<file path="config.mk">
export PLATFORM = sky130hd
export DESIGN_NAME = ckg_ctrl
export DESIGN_NICKNAME = d
export VERILOG_FILES = /design/src/logic/ckg_ctrl.v /design/src/logic/ckg_sync3.v /design/src/logic/ckg_diff_out.v
export VERILOG_INCLUDE_DIRS = /design/src /design/src/logic
export SDC_FILE = /design/constraint.sdc
export NUM_CORES = 1
export LEC_CHECK = 0
export BUFFER_PORTS_ARGS = -buffer_cell sky130_fd_sc_hd__buf_2
export CAP_MARGIN = 30
export CORE_UTILIZATION = 53
export CTS_CLUSTER_SIZE = 16
export DETAILED_ROUTE_END_ITERATION = 8
export PLACE_DENSITY = 0.76
export SLEW_MARGIN = 0
export SYNTH_ARGS = -nofsm -noshare
export SYNTH_HDL_FRONTEND = slang
export SYNTH_HIERARCHICAL = 1
export SYNTH_SLANG_ARGS = --single-unit
</file>
<file path="constraint.sdc">
create_clock -name mclk_i -period 1.96 [get_ports mclk_i]
set_input_delay 0.196 -clock mclk_i [delete_from_list [all_inputs] [get_ports mclk_i]]
set_output_delay 0.196 -clock mclk_i [all_outputs]
set_load 0.01 [all_outputs]
</file>
<file path="src/logic/ckg_defines.vh">
// constants of the clock generator control block
`ifndef CKG_DEFINES_VH
`define CKG_DEFINES_VH

// ***************************************************
// configuration byte offsets
// ***************************************************
`define CKG_ADDR_CPU_N      8'h11
`define CKG_ADDR_CPU_M      8'h12
`define CKG_ADDR_LOOP_CTRL  8'h13
`define CKG_ADDR_SHARED_N   8'h14
`define CKG_ADDR_SHARED_M   8'h15

// ***************************************************
// fields of loop_enable_and_drive_state
// ***************************************************
`define CKG_BIT_CPU_PROG    5
`define CKG_BIT_SHARED_PROG 4
`define CKG_BIT_CPU_OFF     3
`define CKG_BIT_PCIE_OFF    2
`define CKG_BIT_PANEL_OFF   1
`define CKG_BIT_VIDEO_OFF   0
`define CKG_CTRL_WMASK      8'h3F

// ***************************************************
// reset values
// ***************************************************
`define CKG_RST_CPU_N       8'h00
`define CKG_RST_CPU_M       8'h00
`define CKG_RST_LOOP_CTRL   8'h00
`define CKG_RST_SHARED_N    8'h00
`define CKG_RST_SHARED_M    8'h00

// ***************************************************
// timing
// ***************************************************
`define CKG_CLK_KHZ         10000
`define CKG_PU_LATENCY_US   1800
`define CKG_PU_LATENCY_CYC  ((`CKG_PU_LATENCY_US * `CKG_CLK_KHZ) / 1000)
`define CKG_DRV_HIGH_US     300
`define CKG_DRV_HIGH_CYC    ((`CKG_DRV_HIGH_US * `CKG_CLK_KHZ) / 1000)
`define CKG_DIFF_RELEASE_CYC 16'h0001
`define CKG_PD_HOLD_CYC     8'h10
`define CKG_EDGE_SAMPLES    3'h2
`define CKG_HALT_STOP_EDGES 3'h4

`endif

</file>
<file path="src/logic/ckg_ctrl.v">
// clock generator control: configuration bytes, power-good/power-down and cpu halt
//
// Behaviour
// cpu loop uses programmed n and m dividers when its enable is set
// shared loop uses its own programmed n and m when enabled
// control byte bit 5 enables cpu loop, bit 4 shared loop; reset zero
// bits 3..0 pick disabled drive: 1 both low, 0 true high
// pin is active-low power good at start, then power-down request
// power-down is synchronised to stop, taken asynchronously to wake
// clocks are held at a fixed level before oscillators turn off
// two complement rises with request high hold outputs high
// platform raises power-down within 10 us of power good if wanted
// stable clocks within 1.8 ms of power-down release or power up
// tri-stated differential outputs driven high within 300 us of release
// after lock every output enables within a few of its cycles
// halt input stops only cpu outputs, others keep running
// halt seen on two complement rises stops cpu within 2..6 periods
// stopped cpu outputs rest true high, complement low
// cpu outputs resume on whole periods without runt or stretched pulses
// halt release to running cpu outputs within two cpu cycles
// output-enable disabled groups follow their drive-state bits
// reserved control bits 7 and 6 ignore writes and read zero
`timescale 1ns/100ps
`include "ckg_defines.vh"
module ckg_ctrl
#(
   parameter [15:0] LOCK_CYCLES = `CKG_PU_LATENCY_CYC - 16'h0010,
   parameter [7:0] CPU_HALF = 8'h02,
   parameter [7:0] PCIE_HALF = 8'h03,
   parameter [7:0] PANEL_HALF = 8'h04,
   parameter [7:0] VIDEO_HALF = 8'h05,
   parameter [7:0] REF_HALF = 8'h07,
   parameter [7:0] CPU_N_DEFAULT = 8'h00,
   parameter [7:0] CPU_M_DEFAULT = 8'h00,
   parameter [7:0] SHARED_N_DEFAULT = 8'h00,
   parameter [7:0] SHARED_M_DEFAULT = 8'h00
)
(
   input wire mclk_i,
   input wire rst_b_i,
   input wire [7:0] reg_addr_i,
   input wire [7:0] reg_wdata_i,
   input wire reg_wr_i,
   input wire reg_rd_i,
   output wire [7:0] reg_rdata_o,
   input wire powergood_powerdown_pin_i,
   input wire cpu_clock_halt_n_i,
   input wire cpu_stoppable_i,
   input wire [3:0] group_oe_n_i,
   output wire cpu_clock_true_o,
   output wire cpu_clock_complement_o,
   output wire cpu_clock_oe_o,
   output wire pcie_clock_true_o,
   output wire pcie_clock_complement_o,
   output wire pcie_clock_oe_o,
   output wire panel_clock_true_o,
   output wire panel_clock_complement_o,
   output wire panel_clock_oe_o,
   output wire video_clock_true_o,
   output wire video_clock_complement_o,
   output wire video_clock_oe_o,
   output wire ref_clock_o,
   output wire osc_enable_o,
   output wire pin_is_power_down_o,
   output wire clocks_stable_o,
   output wire cpu_loop_prog_enable_o,
   output wire shared_loop_prog_enable_o,
   output wire [7:0] cpu_loop_n_value_o,
   output wire [7:0] cpu_loop_m_value_o,
   output wire [7:0] shared_loop_n_value_o,
   output wire [7:0] shared_loop_m_value_o
);
   // ***************************************************
   // power sequencer states
   // ***************************************************
   localparam [2:0] ST_INIT = 3'b000;
   localparam [2:0] ST_WAKE = 3'b001;
   localparam [2:0] ST_RUN = 3'b010;
   localparam [2:0] ST_PD_HOLD = 3'b011;
   localparam [2:0] ST_PD_OFF = 3'b100;

   reg [7:0] cpu_n_q;
   reg [7:0] cpu_m_q;
   reg [7:0] ctrl_q;
   reg [7:0] shared_n_q;
   reg [7:0] shared_m_q;
   reg [7:0] rdata_q;
   reg [7:0] rdata_d;
   reg [7:0] cpu_n_out_q;
   reg [7:0] cpu_m_out_q;
   reg [7:0] shared_n_out_q;
   reg [7:0] shared_m_out_q;
   reg [2:0] state_q;
   reg [2:0] state_d;
   reg [15:0] wake_cnt_q;
   reg [7:0] hold_cnt_q;
   reg [2:0] pd_edges_q;
   reg [2:0] halt_edges_q;
   reg cpu_halted_q;
   wire pin_s;
   wire halt_n_s;
   wire [3:0] oe_n_s;
   wire cpu_clock_complement_rise;
   wire hold_all;
   wire tri_all;
   wire cpu_run;
   wire pd_req;

   // ***************************************************
   // pin synchronisers
   // ***************************************************
   ckg_sync3 u_sync_pin
   (
      .mclk_i(mclk_i), .rst_b_i(rst_b_i), .pin_i(powergood_powerdown_pin_i), .rst_val_i(1'b1),
      .level_o(pin_s)
   );

   ckg_sync3 u_sync_halt
   (
      .mclk_i(mclk_i), .rst_b_i(rst_b_i), .pin_i(cpu_clock_halt_n_i), .rst_val_i(1'b1), .level_o(halt_n_s)
   );

   // enables default to disabled until the pins have been seen
   genvar gi;
   generate
      for (gi = 0; gi < 4; gi = gi + 1)
      begin : g_oe_sync
         ckg_sync3 u_sync_oe
         (
            .mclk_i(mclk_i), .rst_b_i(rst_b_i), .pin_i(group_oe_n_i[gi]), .rst_val_i(1'b1), .level_o(oe_n_s[gi])
         );
      end
   endgenerate

   // ***************************************************
   // configuration bytes
   // ***************************************************
   // plain byte port: one write strobe, one read strobe, registered read data
   always @(posedge mclk_i)
   begin
      if (!rst_b_i)
      begin
         cpu_n_q <= `CKG_RST_CPU_N;
         cpu_m_q <= `CKG_RST_CPU_M;
         ctrl_q <= `CKG_RST_LOOP_CTRL;
         shared_n_q <= `CKG_RST_SHARED_N;
         shared_m_q <= `CKG_RST_SHARED_M;
      end
      else if (reg_wr_i)
      begin
         case (reg_addr_i)
            `CKG_ADDR_CPU_N: cpu_n_q <= reg_wdata_i;
            `CKG_ADDR_CPU_M: cpu_m_q <= reg_wdata_i;
            `CKG_ADDR_LOOP_CTRL: ctrl_q <= reg_wdata_i & `CKG_CTRL_WMASK;
            `CKG_ADDR_SHARED_N: shared_n_q <= reg_wdata_i;
            `CKG_ADDR_SHARED_M: shared_m_q <= reg_wdata_i;
            default: ctrl_q <= ctrl_q; // unmapped writes dropped
         endcase
      end
   end

   // unmapped addresses read as zero
   always @*
   begin
      case (reg_addr_i)
         `CKG_ADDR_CPU_N: rdata_d = cpu_n_q;
         `CKG_ADDR_CPU_M: rdata_d = cpu_m_q;
         `CKG_ADDR_LOOP_CTRL: rdata_d = ctrl_q & `CKG_CTRL_WMASK;
         `CKG_ADDR_SHARED_N: rdata_d = shared_n_q;
         `CKG_ADDR_SHARED_M: rdata_d = shared_m_q;
         default: rdata_d = 8'h00;
      endcase
   end

   always @(posedge mclk_i)
   begin
      if (!rst_b_i)
      begin
         rdata_q <= 8'h00;
      end
      else if (reg_rd_i)
      begin
         rdata_q <= rdata_d;
      end
   end

   assign reg_rdata_o = rdata_q;

   // ***************************************************
   // loop divider selection
   // ***************************************************
   // the synthesiser sees the built-in ratio until software opts in
   always @(posedge mclk_i)
   begin
      if (!rst_b_i)
      begin
         cpu_n_out_q <= CPU_N_DEFAULT;
         cpu_m_out_q <= CPU_M_DEFAULT;
         shared_n_out_q <= SHARED_N_DEFAULT;
         shared_m_out_q <= SHARED_M_DEFAULT;
      end
      else
      begin
         cpu_n_out_q <= ctrl_q[`CKG_BIT_CPU_PROG] ? cpu_n_q : CPU_N_DEFAULT;
         cpu_m_out_q <= ctrl_q[`CKG_BIT_CPU_PROG] ? cpu_m_q : CPU_M_DEFAULT;
         shared_n_out_q <= ctrl_q[`CKG_BIT_SHARED_PROG] ? shared_n_q : SHARED_N_DEFAULT;
         shared_m_out_q <= ctrl_q[`CKG_BIT_SHARED_PROG] ? shared_m_q : SHARED_M_DEFAULT;
      end
   end

   assign cpu_loop_prog_enable_o = ctrl_q[`CKG_BIT_CPU_PROG];
   assign shared_loop_prog_enable_o = ctrl_q[`CKG_BIT_SHARED_PROG];
   assign cpu_loop_n_value_o = cpu_n_out_q;
   assign cpu_loop_m_value_o = cpu_m_out_q;
   assign shared_loop_n_value_o = shared_n_out_q;
   assign shared_loop_m_value_o = shared_m_out_q;

   // ***************************************************
   // power sequencer
   // ***************************************************
   // in pd role a high pin requests power down
   assign pd_req = pin_s & (state_q != ST_INIT);

   always @*
   begin
      state_d = state_q;
      case (state_q)
         ST_INIT:
            if (!pin_s)
               state_d = ST_WAKE;
         ST_WAKE, ST_RUN:
            if (pd_edges_q == `CKG_EDGE_SAMPLES)
               state_d = ST_PD_HOLD;
            else if ((state_q == ST_WAKE) && (wake_cnt_q == LOCK_CYCLES))
               state_d = ST_RUN;
         ST_PD_HOLD:
            if (hold_cnt_q == `CKG_PD_HOLD_CYC)
               state_d = ST_PD_OFF;
         ST_PD_OFF:
            if (!pd_req)
               state_d = ST_WAKE;
         default: state_d = ST_INIT;
      endcase
   end

   always @(posedge mclk_i)
   begin
      if (!rst_b_i)
      begin
         state_q <= ST_INIT;
         wake_cnt_q <= 16'h0000;
         hold_cnt_q <= 8'h00;
         pd_edges_q <= 3'h0;
      end
      else
      begin
         state_q <= state_d;
         // lock wait counts from entry to wake
         if (state_q != ST_WAKE)
            wake_cnt_q <= 16'h0000;
         else if (wake_cnt_q != LOCK_CYCLES)
            wake_cnt_q <= wake_cnt_q + 16'h0001;
         hold_cnt_q <= (state_q == ST_PD_HOLD) ? hold_cnt_q + 8'h01 : 8'h00;
         // consecutive complement rises with request high
         if (!pd_req)
            pd_edges_q <= 3'h0;
         else if (cpu_clock_complement_rise && (pd_edges_q != `CKG_EDGE_SAMPLES))
            pd_edges_q <= pd_edges_q + 3'h1;
      end
   end

   // the wake path bypasses the synchroniser so the oscillator starts
   // without waiting on a clock that may be slow to settle
   assign osc_enable_o = (state_q != ST_PD_OFF) | ~powergood_powerdown_pin_i;
   assign pin_is_power_down_o = (state_q != ST_INIT);
   assign clocks_stable_o = (state_q == ST_RUN);

   // differential pads float only while off or before power good;
   // they are driven high one cycle into wake, far inside the limit
   assign tri_all = (state_q == ST_INIT) | (state_q == ST_PD_OFF) |
                    ((state_q == ST_WAKE) && (wake_cnt_q < `CKG_DIFF_RELEASE_CYC));
   assign hold_all = (state_q == ST_WAKE) | (state_q == ST_PD_HOLD);

   // ***************************************************
   // cpu halt
   // ***************************************************
   // two rises to see the halt, two more before the stop request
   always @(posedge mclk_i)
   begin
      if (!rst_b_i)
      begin
         halt_edges_q <= 3'h0;
         cpu_halted_q <= 1'b0;
      end
      else if (halt_n_s)
      begin
         halt_edges_q <= 3'h0;
         cpu_halted_q <= 1'b0;
      end
      else if (cpu_clock_complement_rise && (halt_edges_q != `CKG_HALT_STOP_EDGES))
      begin
         halt_edges_q <= halt_edges_q + 3'h1;
         cpu_halted_q <= (halt_edges_q == `CKG_HALT_STOP_EDGES - 3'h1);
      end
   end

   assign cpu_run = ~(cpu_halted_q & cpu_stoppable_i);

   // ***************************************************
   // output groups
   // ***************************************************
   ckg_diff_out #(.HALF(CPU_HALF)) u_cpu
   (
      .mclk_i(mclk_i), .rst_b_i(rst_b_i), .run_i(cpu_run), .hold_i(hold_all), .off_i(oe_n_s[3]),
      .off_low_i(ctrl_q[`CKG_BIT_CPU_OFF]), .tri_i(tri_all), .comp_rise_o(cpu_clock_complement_rise),
      .true_o(cpu_clock_true_o), .comp_o(cpu_clock_complement_o), .oe_o(cpu_clock_oe_o)
   );

   ckg_diff_out #(.HALF(PCIE_HALF)) u_pcie
   (
      .mclk_i(mclk_i), .rst_b_i(rst_b_i), .run_i(1'b1), .hold_i(hold_all), .off_i(oe_n_s[2]),
      .off_low_i(ctrl_q[`CKG_BIT_PCIE_OFF]), .tri_i(tri_all), .comp_rise_o(),
      .true_o(pcie_clock_true_o), .comp_o(pcie_clock_complement_o), .oe_o(pcie_clock_oe_o)
   );

   ckg_diff_out #(.HALF(PANEL_HALF)) u_panel
   (
      .mclk_i(mclk_i), .rst_b_i(rst_b_i), .run_i(1'b1), .hold_i(hold_all), .off_i(oe_n_s[1]),
      .off_low_i(ctrl_q[`CKG_BIT_PANEL_OFF]), .tri_i(tri_all), .comp_rise_o(),
      .true_o(panel_clock_true_o), .comp_o(panel_clock_complement_o), .oe_o(panel_clock_oe_o)
   );

   ckg_diff_out #(.HALF(VIDEO_HALF)) u_video
   (
      .mclk_i(mclk_i), .rst_b_i(rst_b_i), .run_i(1'b1), .hold_i(hold_all), .off_i(oe_n_s[0]),
      .off_low_i(ctrl_q[`CKG_BIT_VIDEO_OFF]), .tri_i(tri_all), .comp_rise_o(),
      .true_o(video_clock_true_o), .comp_o(video_clock_complement_o), .oe_o(video_clock_oe_o)
   );

   // single-ended reference: stopping lets it rise and stay high
   ckg_diff_out #(.HALF(REF_HALF)) u_ref
   (
      .mclk_i(mclk_i), .rst_b_i(rst_b_i), .run_i(state_q == ST_RUN), .hold_i(1'b0), .off_i(1'b0),
      .off_low_i(1'b0), .tri_i(state_q == ST_INIT), .comp_rise_o(), .true_o(ref_clock_o), .comp_o(), .oe_o()
   );
endmodule // ckg_ctrl

</file>
<file path="src/logic/ckg_sync3.v">
// three-stage pin synchroniser with agreement filter
`timescale 1ns/100ps
module ckg_sync3
(
   input wire mclk_i,
   input wire rst_b_i,
   input wire pin_i,
   input wire [0:0] rst_val_i,
   output wire level_o
);
   reg s1_q;
   reg s2_q;
   reg s3_q;
   reg level_q;

   // ***************************************************
   // synchroniser chain
   // ***************************************************
   // only s2 reads s1; the filter looks at the later two stages
   always @(posedge mclk_i)
   begin
      if (!rst_b_i)
      begin
         s1_q <= rst_val_i[0];
         s2_q <= rst_val_i[0];
         s3_q <= rst_val_i[0];
         level_q <= rst_val_i[0];
      end
      else
      begin
         s1_q <= pin_i;
         s2_q <= s1_q;
         s3_q <= s2_q;
         if (s2_q == s3_q)
         begin
            level_q <= s3_q;
         end
      end
   end

   // whole chain resets to the idle level, so no false edge follows reset
   assign level_o = level_q;
endmodule // ckg_sync3

</file>
<file path="src/logic/ckg_diff_out.v">
// one output clock group: divider, stop control and drive-state mux
`timescale 1ns/100ps
module ckg_diff_out
#(
   parameter [7:0] HALF = 8'h02
)
(
   input wire mclk_i,
   input wire rst_b_i,
   input wire run_i,
   input wire hold_i,
   input wire off_i,
   input wire off_low_i,
   input wire tri_i,
   output wire comp_rise_o,
   output wire true_o,
   output wire comp_o,
   output wire oe_o
);
   reg [7:0] cnt_q;
   reg phase_q;
   reg free_q;
   reg true_q;
   reg comp_q;
   reg oe_q;
   reg phase_d;
   wire tick;

   assign tick = (cnt_q == HALF - 8'h01);
   // free reference falls here: the internal complement rises
   assign comp_rise_o = tick & free_q;

   // ***************************************************
   // phase: stopping only lets the clock finish at true high
   // ***************************************************
   always @*
   begin
      phase_d = phase_q;
      if (tick && (run_i || !phase_q))
      begin
         phase_d = ~phase_q;
      end
   end

   // divider and phase run on their own counter, so resume starts
   // from a whole half period and never yields a runt pulse
   always @(posedge mclk_i)
   begin
      if (!rst_b_i)
      begin
         cnt_q <= 8'h00;
         phase_q <= 1'b0;
         free_q <= 1'b0;
      end
      else
      begin
         cnt_q <= tick ? 8'h00 : cnt_q + 8'h01;
         phase_q <= phase_d;
         if (tick)
         begin
            free_q <= ~free_q;
         end
      end
   end

   // ***************************************************
   // pad drive
   // ***************************************************
   always @(posedge mclk_i)
   begin
      if (!rst_b_i)
      begin
         true_q <= 1'b0;
         comp_q <= 1'b0;
         oe_q <= 1'b0;
      end
      else if (tri_i)
      begin
         true_q <= 1'b0;
         comp_q <= 1'b0;
         oe_q <= 1'b0;
      end
      else if (hold_i)
      begin
         true_q <= 1'b1;
         comp_q <= 1'b0;
         oe_q <= 1'b1;
      end
      else if (off_i)
      begin
         true_q <= ~off_low_i;
         comp_q <= 1'b0;
         oe_q <= 1'b1;
      end
      else
      begin
         true_q <= phase_d;
         comp_q <= ~phase_d;
         oe_q <= 1'b1;
      end
   end

   assign true_o = true_q;
   assign comp_o = comp_q;
   assign oe_o = oe_q;
endmodule // ckg_diff_out

</file>
==> impl_metrics.py, run 1 <==
metrics = {
    "power": {
        "p_int_mw": 6.49,
        "power_frac_clock_pct": 38.5,
        "p_leak_nw": 4.17,
        "combinationalPowerShare_pct": 11.2,
        "power.density_nw_per_um2": 934,
        "ir_worst_vdd_uv": 664,
        "p_sw_mw": 2.14,
        "p_sw_share_pct": 24.8,
        "p_seq_share_pct": 50.3,
    },
    "grt": {
        "gr-total-overflow": 0,
        "grt_pass1_vias": 5261,
        "grt_max_degree": 49,
        "antenna_found_initial": 0,
        "grt_pass1_wl_mm": 25.1,
        "grt_usage_pct": 21.3,
    },
    "timing": {
        "fmax_ghz": 0.524,
        "rsz0062_at_grt": "true",
        "fin_crit_ns": 1.91,
        "hold_viol": 0,
        "finalCritPeriodShare_pct": 97.3,
        "slew_headroom_pct": 64.8,
        "worstMarginPinSlew_ns": 0.527,
        "report.final.slew_viol_count": 0,
        "worst_hold_slack_ns": 0.0128,
        "finalSetupTns_ns": 0,
        "finalSetupViolCount": 0,
        "finClkSkew_ns": 0.00979,
    },
    "detailed_routing": {
        "drt_iter0_markers": 410,
        "drt.antenna.violating_nets": 0,
        "num_vias": 5777,
        "drc_errors": 0,
        "wirelength_mm": 15.5,
        "dr.pass1.iters": 5,
        "wl_per_cell_um": 13.5,
        "via_per_inst": 5.05,
    },
    "clock_tree": {
        "cts_htree_levels": 4,
        "cts_sinks": 195,
        "path_clk_slew_ns": 0.07,
        "cts_buffers": 17,
        "cts_buffer_depth": 2,
        "cts_tree": "built",
        "worstSkewPairLatency_ns": 0.43,
        "cts-root-buf": "clkbuf_16",
    },
    "run": {
        "maxCapViolCount": 0,
    },
    "worst_setup_path": {
        "critPathSlowestCell": "or4b_4",
        "path_cells": "inv_2 -> ha_1 -> or4b_4 -> nor4_4 -> nor2_2 -> o31a_1 -> o21a_1",
        "endpoint": "state_q[0]",
        "rrSetupSlack_ns": 0.05,
        "r2r-end": "state_q[0]",
        "r2r_cells": 7,
        "crit_path_end_kind": "flip-flop",
        "crit_fanout": 4,
        "worst-endpoint-arrival_ns": 2.23,
        "rr_startpoint": "wake_cnt_q[0]",
        "worstSetupStartpointType": "flip-flop",
        "cp.required_ns": 2.28,
        "cpPeakStageDelay_ns": 0.48,
        "crit_type": "reg -> reg",
        "crit_start": "wake_cnt_q[0]",
    },
    "floorplan": {
        "row_count": 44,
        "boundaryPins": 85,
        "die-width_um": 124,
        "initial_utilization_pct": 54.2,
        "dieArea_um2": 15300,
        "fp.coreArea_um2": 14500,
        "die_y_um": 124,
    },
    "cells_and_area": {
        "syn2layout_area_growth_pct": 17.7,
        "drive_gt1_share_pct": 17.8,
        "nNetsFinal": 993,
        "antenna_cells": 0,
        "fill_cells": 1207,
    },
    "synthesis": {
        "syn_area_um2": 7840,
        "synth.avg_cell_area_um2": 9.47,
        "ys_warn_count": 6,
        "synthCells": 828,
    },
    "placed_design": {
        "place.gp.congestion": 0.868,
        "io_buffers": 84,
        "hpwl_mm": 10.8,
    },
    "min_path": {
        "worstHoldStart": "group_oe_n_i[3]",
        "min_path_type": "in -> reg",
    },
    "outcome": {
        "status": "complete, no violations",
    },
}
==> final cells by class <==
class	instances	area, um2	share of cell area, %
Multi-Input combinational cell	595	3720	40.3
Tap cell	184	230	2.49
Sequential cell	195	3970	43.0
Clock buffer	22	454	4.92
Timing Repair Buffer	111	651	7.05
Inverter	28	105	1.14
Clock inverter	9	108	1.17
==> cells in the final DEF (no fill, tap or decap), types with 18 or more instances in the layout <==
master and n:
dfxtp_1 188, xnor2_1 20, xor2_1 40, nor2b_1 37, buf_4 22, and3_1 44
mux2i_1 41, inv_1 27, buf_2 83, a21oi_1 21, nand2_1 98, nand3_1 37
nor2_1 101, ha_1 18
==> stage by stage <==
| step | total power, mW | setup WS, ns | utilization, % | area (um2) | instances |
|---|---|---|---|---|---|
| 4_1_cts | 8.68 | 0.0187 | 63.7 | 9220 | 1144 |
| 6_report | 8.63 | 0.0530 | 63.8 | 9230 | 1144 |
| 3_5_place_dp | 5.36 | 0.0325 | 59.4 | 8600 | 1108 |
| 5_1_grt | 9.00 | -0.0447 | 63.8 | 9230 | 1144 |
| 2_1_floorplan | 5.06 | 0.00473 | - | 7890 | 840 |
| 3_3_place_gp | 5.34 | 0.0658 | 59.4 | 8600 | 1108 |
==> layer usage <==
layer	track usage [%]	share of wire, %
met5	0	0
met1	29.8	50
met3	4.85	4.2
met4	6.85	1.5
met2	32.5	45
==> critical path, delay by kind of cell (launching register included) <==
kind | cells | cell delay (ns)
DFF | 1 | 0.34
AOI/OAI and AO/OA | 2 | 0.40
adders and majority gates | 1 | 0.13
and+or+nand+nor | 3 | 0.87
buffers and inverters | 1 | 0.06
==> worst min-delay path by stage <==
stage | end | slack [ns] | cells past startpoint
after floorplan | g_oe_sync[0].u_sync_oe/s1_q | 0.30 | 2
after global placement | u_sync_halt/s1_q | 0.40 | 3
after detailed placement | u_sync_halt/s1_q | 0.40 | 3
after CTS | g_oe_sync[3].u_sync_oe/s1_q | 0.003 | 3
after global routing | g_oe_sync[3].u_sync_oe/s1_q | 0.03 | 3
final | g_oe_sync[3].u_sync_oe/s1_q | 0.01 | 3
==> power by group through the flow <==
| stage | Sequential (mW) | Combinational (mW) | Clock [mW] |
|---|---|---|---|
| after floorplan | 4.39 | 0.667 | 0 |
| after global placement | 4.42 | 0.918 | 0 |
| after detailed placement | 4.42 | 0.937 | 0 |
| after CTS | 4.34 | 0.955 | 3.39 |
| after global routing | 4.36 | 1.10 | 3.54 |
| final | 4.34 | 0.969 | 3.32 |
==> timing repair <==
action / CTS / global route
gates resized for setup: 0 / 9
hold buffers: 5 / 0
hold endpoints to repair: 5 / 0
setup buffers: 0 / 0
setup endpoints to repair: 0 / 11
==> state kept, by name (all words and copies together), names as in the netlist, 4 cells and up <==
| name | flops |
|---|---|
| cpu_n_q | 8 |
| reg_rdata_o | 8 |
| ctrl_q | 6 |
| cpu_loop_n_value_o | 8 |
| wake_cnt_q | 16 |
| g_oe_sync.u_sync_oe/s3_q | 4 |
| hold_cnt_q | 8 |
| g_oe_sync.u_sync_oe/s1_q | 4 |
| shared_loop_m_value_o | 8 |
| u_video/cnt_q | 8 |
| u_ref/cnt_q | 8 |
| g_oe_sync.u_sync_oe/s2_q | 4 |
| u_panel/cnt_q | 8 |
| u_cpu/cnt_q | 8 |
| u_pcie/cnt_q | 8 |
| cpu_m_q | 8 |
| cpu_loop_m_value_o | 8 |
| g_oe_sync.u_sync_oe/level_o | 4 |
| shared_n_q | 8 |
| shared_m_q | 8 |
| shared_loop_n_value_o | 8 |
Power figures use the tool's default switching activity.
==> run 2: changes to the inputs <==
--- a/config.mk
+++ b/config.mk
@@ -7,11 +7,11 @@
 export NUM_CORES = 1
 export LEC_CHECK = 0
 export BUFFER_PORTS_ARGS = -buffer_cell sky130_fd_sc_hd__buf_2
-export CAP_MARGIN = 30
-export CORE_UTILIZATION = 53
+export CAP_MARGIN = 10
+export CORE_UTILIZATION = 58
 export CTS_CLUSTER_SIZE = 16
 export DETAILED_ROUTE_END_ITERATION = 8
-export PLACE_DENSITY = 0.76
+export PLACE_DENSITY = 0.79
 export SLEW_MARGIN = 0
 export SYNTH_ARGS = -nofsm -noshare
 export SYNTH_HDL_FRONTEND = slang
==> constraint.sdc (replaced) <==
create_clock -name mclk_i -period 2.1 [get_ports mclk_i]
set_input_delay 0.21 -clock mclk_i [delete_from_list [all_inputs] [get_ports mclk_i]]
set_output_delay 0.21 -clock mclk_i [all_outputs]
set_load 0.01 [all_outputs]
==> run 2 against run 1 <==
Effect of this change: cell count is 1.1% lower; sequential power fell by 6.5%; sequential cell count did not move; via count is 0.97% higher; clock skew fell by 0.0039 ns; design area is 1.3% lower; largest power group unchanged; core utilization grew 5.3 points; clock power down 12%; critical path depth is the same; die area shrank 8.5%.
==> impl_metrics.py, run 2 (synthesis gave the netlist of run 1 again) <==
metrics = {
    "timing": {
        "finClkSkew_ns": 0.00586,
        "finalSetupViolCount": 0,
        "slew_headroom_pct": 63.3,
        "report.final.slew_viol_count": 0,
        "finalCritPeriodShare_pct": 94.8,
        "rsz0062_at_grt": "false",
        "fmax_ghz": 0.502,
        "finalSetupTns_ns": 0,
        "hold_viol": 0,
        "worstMarginPinSlew_ns": 0.549,
        "fin_crit_ns": 1.99,
    },
    "cells_and_area": {
        "largest-register": "wake_cnt_q",
        "drive_gt1_share_pct": 16.4,
        "syn2layout_area_growth_pct": 16.2,
        "final_cell_mix": "dfxtp_1 (189), nor2_1 (105), nand2_1 (98), buf_2 (83), and3_1 (44)",
        "nNetsFinal": 988,
        "fill_cells": 1048,
        "multi_input_area_um2": 3700,
        "final_common_cell": "dfxtp_1",
        "largest_register_ff_count": 16,
        "final_util_pct": 69.1,
        "seq_area_um2": 3960,
        "antenna_cells": 0,
    },
    "worst_setup_path": {
        "crit_path_end_kind": "flip-flop",
        "critical-path-top-delay-family": "simple AND/OR/NAND/NOR gates",
        "path_cells": "inv_1 -> ha_1 -> or4b_4 -> nor4_4 -> nor2_2 -> o31a_1 -> o21a_1",
        "crit_fanout": 4,
        "cpPeakStageDelay_ns": 0.47,
        "cp.required_ns": 2.42,
        "crit_type": "reg -> reg",
        "worstSetupStartpointType": "flip-flop",
        "critPathSlowestCell": "or4b_4",
        "path_buf_inv": 1,
        "worst-endpoint-arrival_ns": 2.31,
    },
    "power": {
        "ir_worst_vdd_uv": 580,
        "total_power_mw": 7.87,
        "p_leak_nw": 4.13,
        "power.density_nw_per_um2": 863,
    },
    "clock_tree": {
        "worstSkewPairLatency_ns": 0.43,
        "cts_buffer_depth": 2,
        "cts_setup_buffers": 0,
        "cts_sinks": 195,
        "path_clk_slew_ns": 0.06,
        "hold_buffers": 5,
        "cts_htree_levels": 4,
        "cts_buffers": 17,
        "cts-root-buf": "clkbuf_16",
        "cts.repair.resized": 0,
        "cts_tree": "built",
    },
    "detailed_routing": {
        "drc_errors": 0,
        "via_per_inst": 5.16,
        "dr.pass1.iters": 4,
        "wl_per_cell_um": 13.9,
        "wirelength_mm": 15.7,
        "drt.antenna.violating_nets": 0,
        "drt_iter0_markers": 381,
        "num_vias": 5833,
    },
    "grt": {
        "grt_max_degree": 46,
        "grt_usage_pct": 23.8,
        "grt_pass1_wl_mm": 26.3,
        "gr-total-overflow": 0,
        "grt_pass1_vias": 5512,
        "antenna_found_initial": 0,
    },
    "floorplan": {
        "initial_utilization_pct": 59.5,
        "dieArea_um2": 14000,
        "die-width_um": 118,
        "die_y_um": 118,
        "row_count": 42,
        "fp.coreArea_um2": 13200,
        "boundaryPins": 85,
    },
    "placed_design": {
        "hpwl_mm": 11.1,
        "place.gp.congestion": 0.836,
        "io_buffers": 84,
    },
    "run": {
        "maxCapViolCount": 0,
    },
    "min_path": {
        "min_path_type": "in -> reg",
    },
    "outcome": {
        "status": "complete, no violations",
    },
}
[run 2: cell count changes in the layout (fill, tap and decap cells not counted), moves of 2 or more]
cell	delta
clkbuf_1	+2
clkinv_2	+3
nor2_2	-4
clkinv_4	-2
nor2_1	+4
buf_4	-4
o21ai_1	-4
clkinvlp_4	-2
o21ai_0	+4
[run 2: power breakdown]
part	internal, mW	switching (mW)
registers	3.90	0.153
clock network	1.65	1.28
logic	0.367	0.524
[run 2: stage by stage]
step	instances	hold WS, ns	area (um2)	setup slack (ns)
finish	1131	0.0222	9110	0.109
global route	1131	0.0450	9110	0.00146
CTS	1131	0.00726	9110	0.103
detailed placement	1095	0.413	8540	0.134
global placement	1095	0.405	8540	0.150
floorplan	840	0.316	7890	0.0936
[run 2: layout make-up]
class | count | area share [%]
Inverter | 28 | 1.15
Clock buffer | 24 | 5.07
Clock inverter | 7 | 0.659
Sequential cell | 195 | 43.5
Tap cell | 176 | 2.42
Multi-Input combinational cell | 595 | 40.6
Timing Repair Buffer | 106 | 6.59
[run 2: worst paths after layout]
kind,from,endpoint,slack [ns],cells past startpoint
setup reg to reg,wake_cnt_q[0],state_q[0],0.11,7
hold reg to reg,g_oe_sync[1].u_sync_oe/s1_q,g_oe_sync[1].u_sync_oe/s2_q,0.42,2
setup / recovery,wake_cnt_q[0],state_q[0],0.11,7
hold / removal,group_oe_n_i[1],g_oe_sync[1].u_sync_oe/s1_q,0.02,3
[run 2: worst register-to-register path, delay by kind of cell (launching register included)]
kind | cells | cell delay, ns
AND/OR/NAND/NOR | 3 | 0.86
buffers and inverters | 1 | 0.09
AO/OA/AOI/OAI | 2 | 0.47
adder cells (fa/ha/maj) | 1 | 0.14
flip-flops | 1 | 0.34
[run 2: metal layers]
layer / global-route usage (%) / up-vias / share of wire (%)
met5: 0 / - / 0
met2: 37.1 / 116 / 45
met3: 5.21 / 26 / 4.3
met4: 10.9 / 0 / 2.2
met1: 31.4 / 2705 / 48
li1: - / 2986 / -
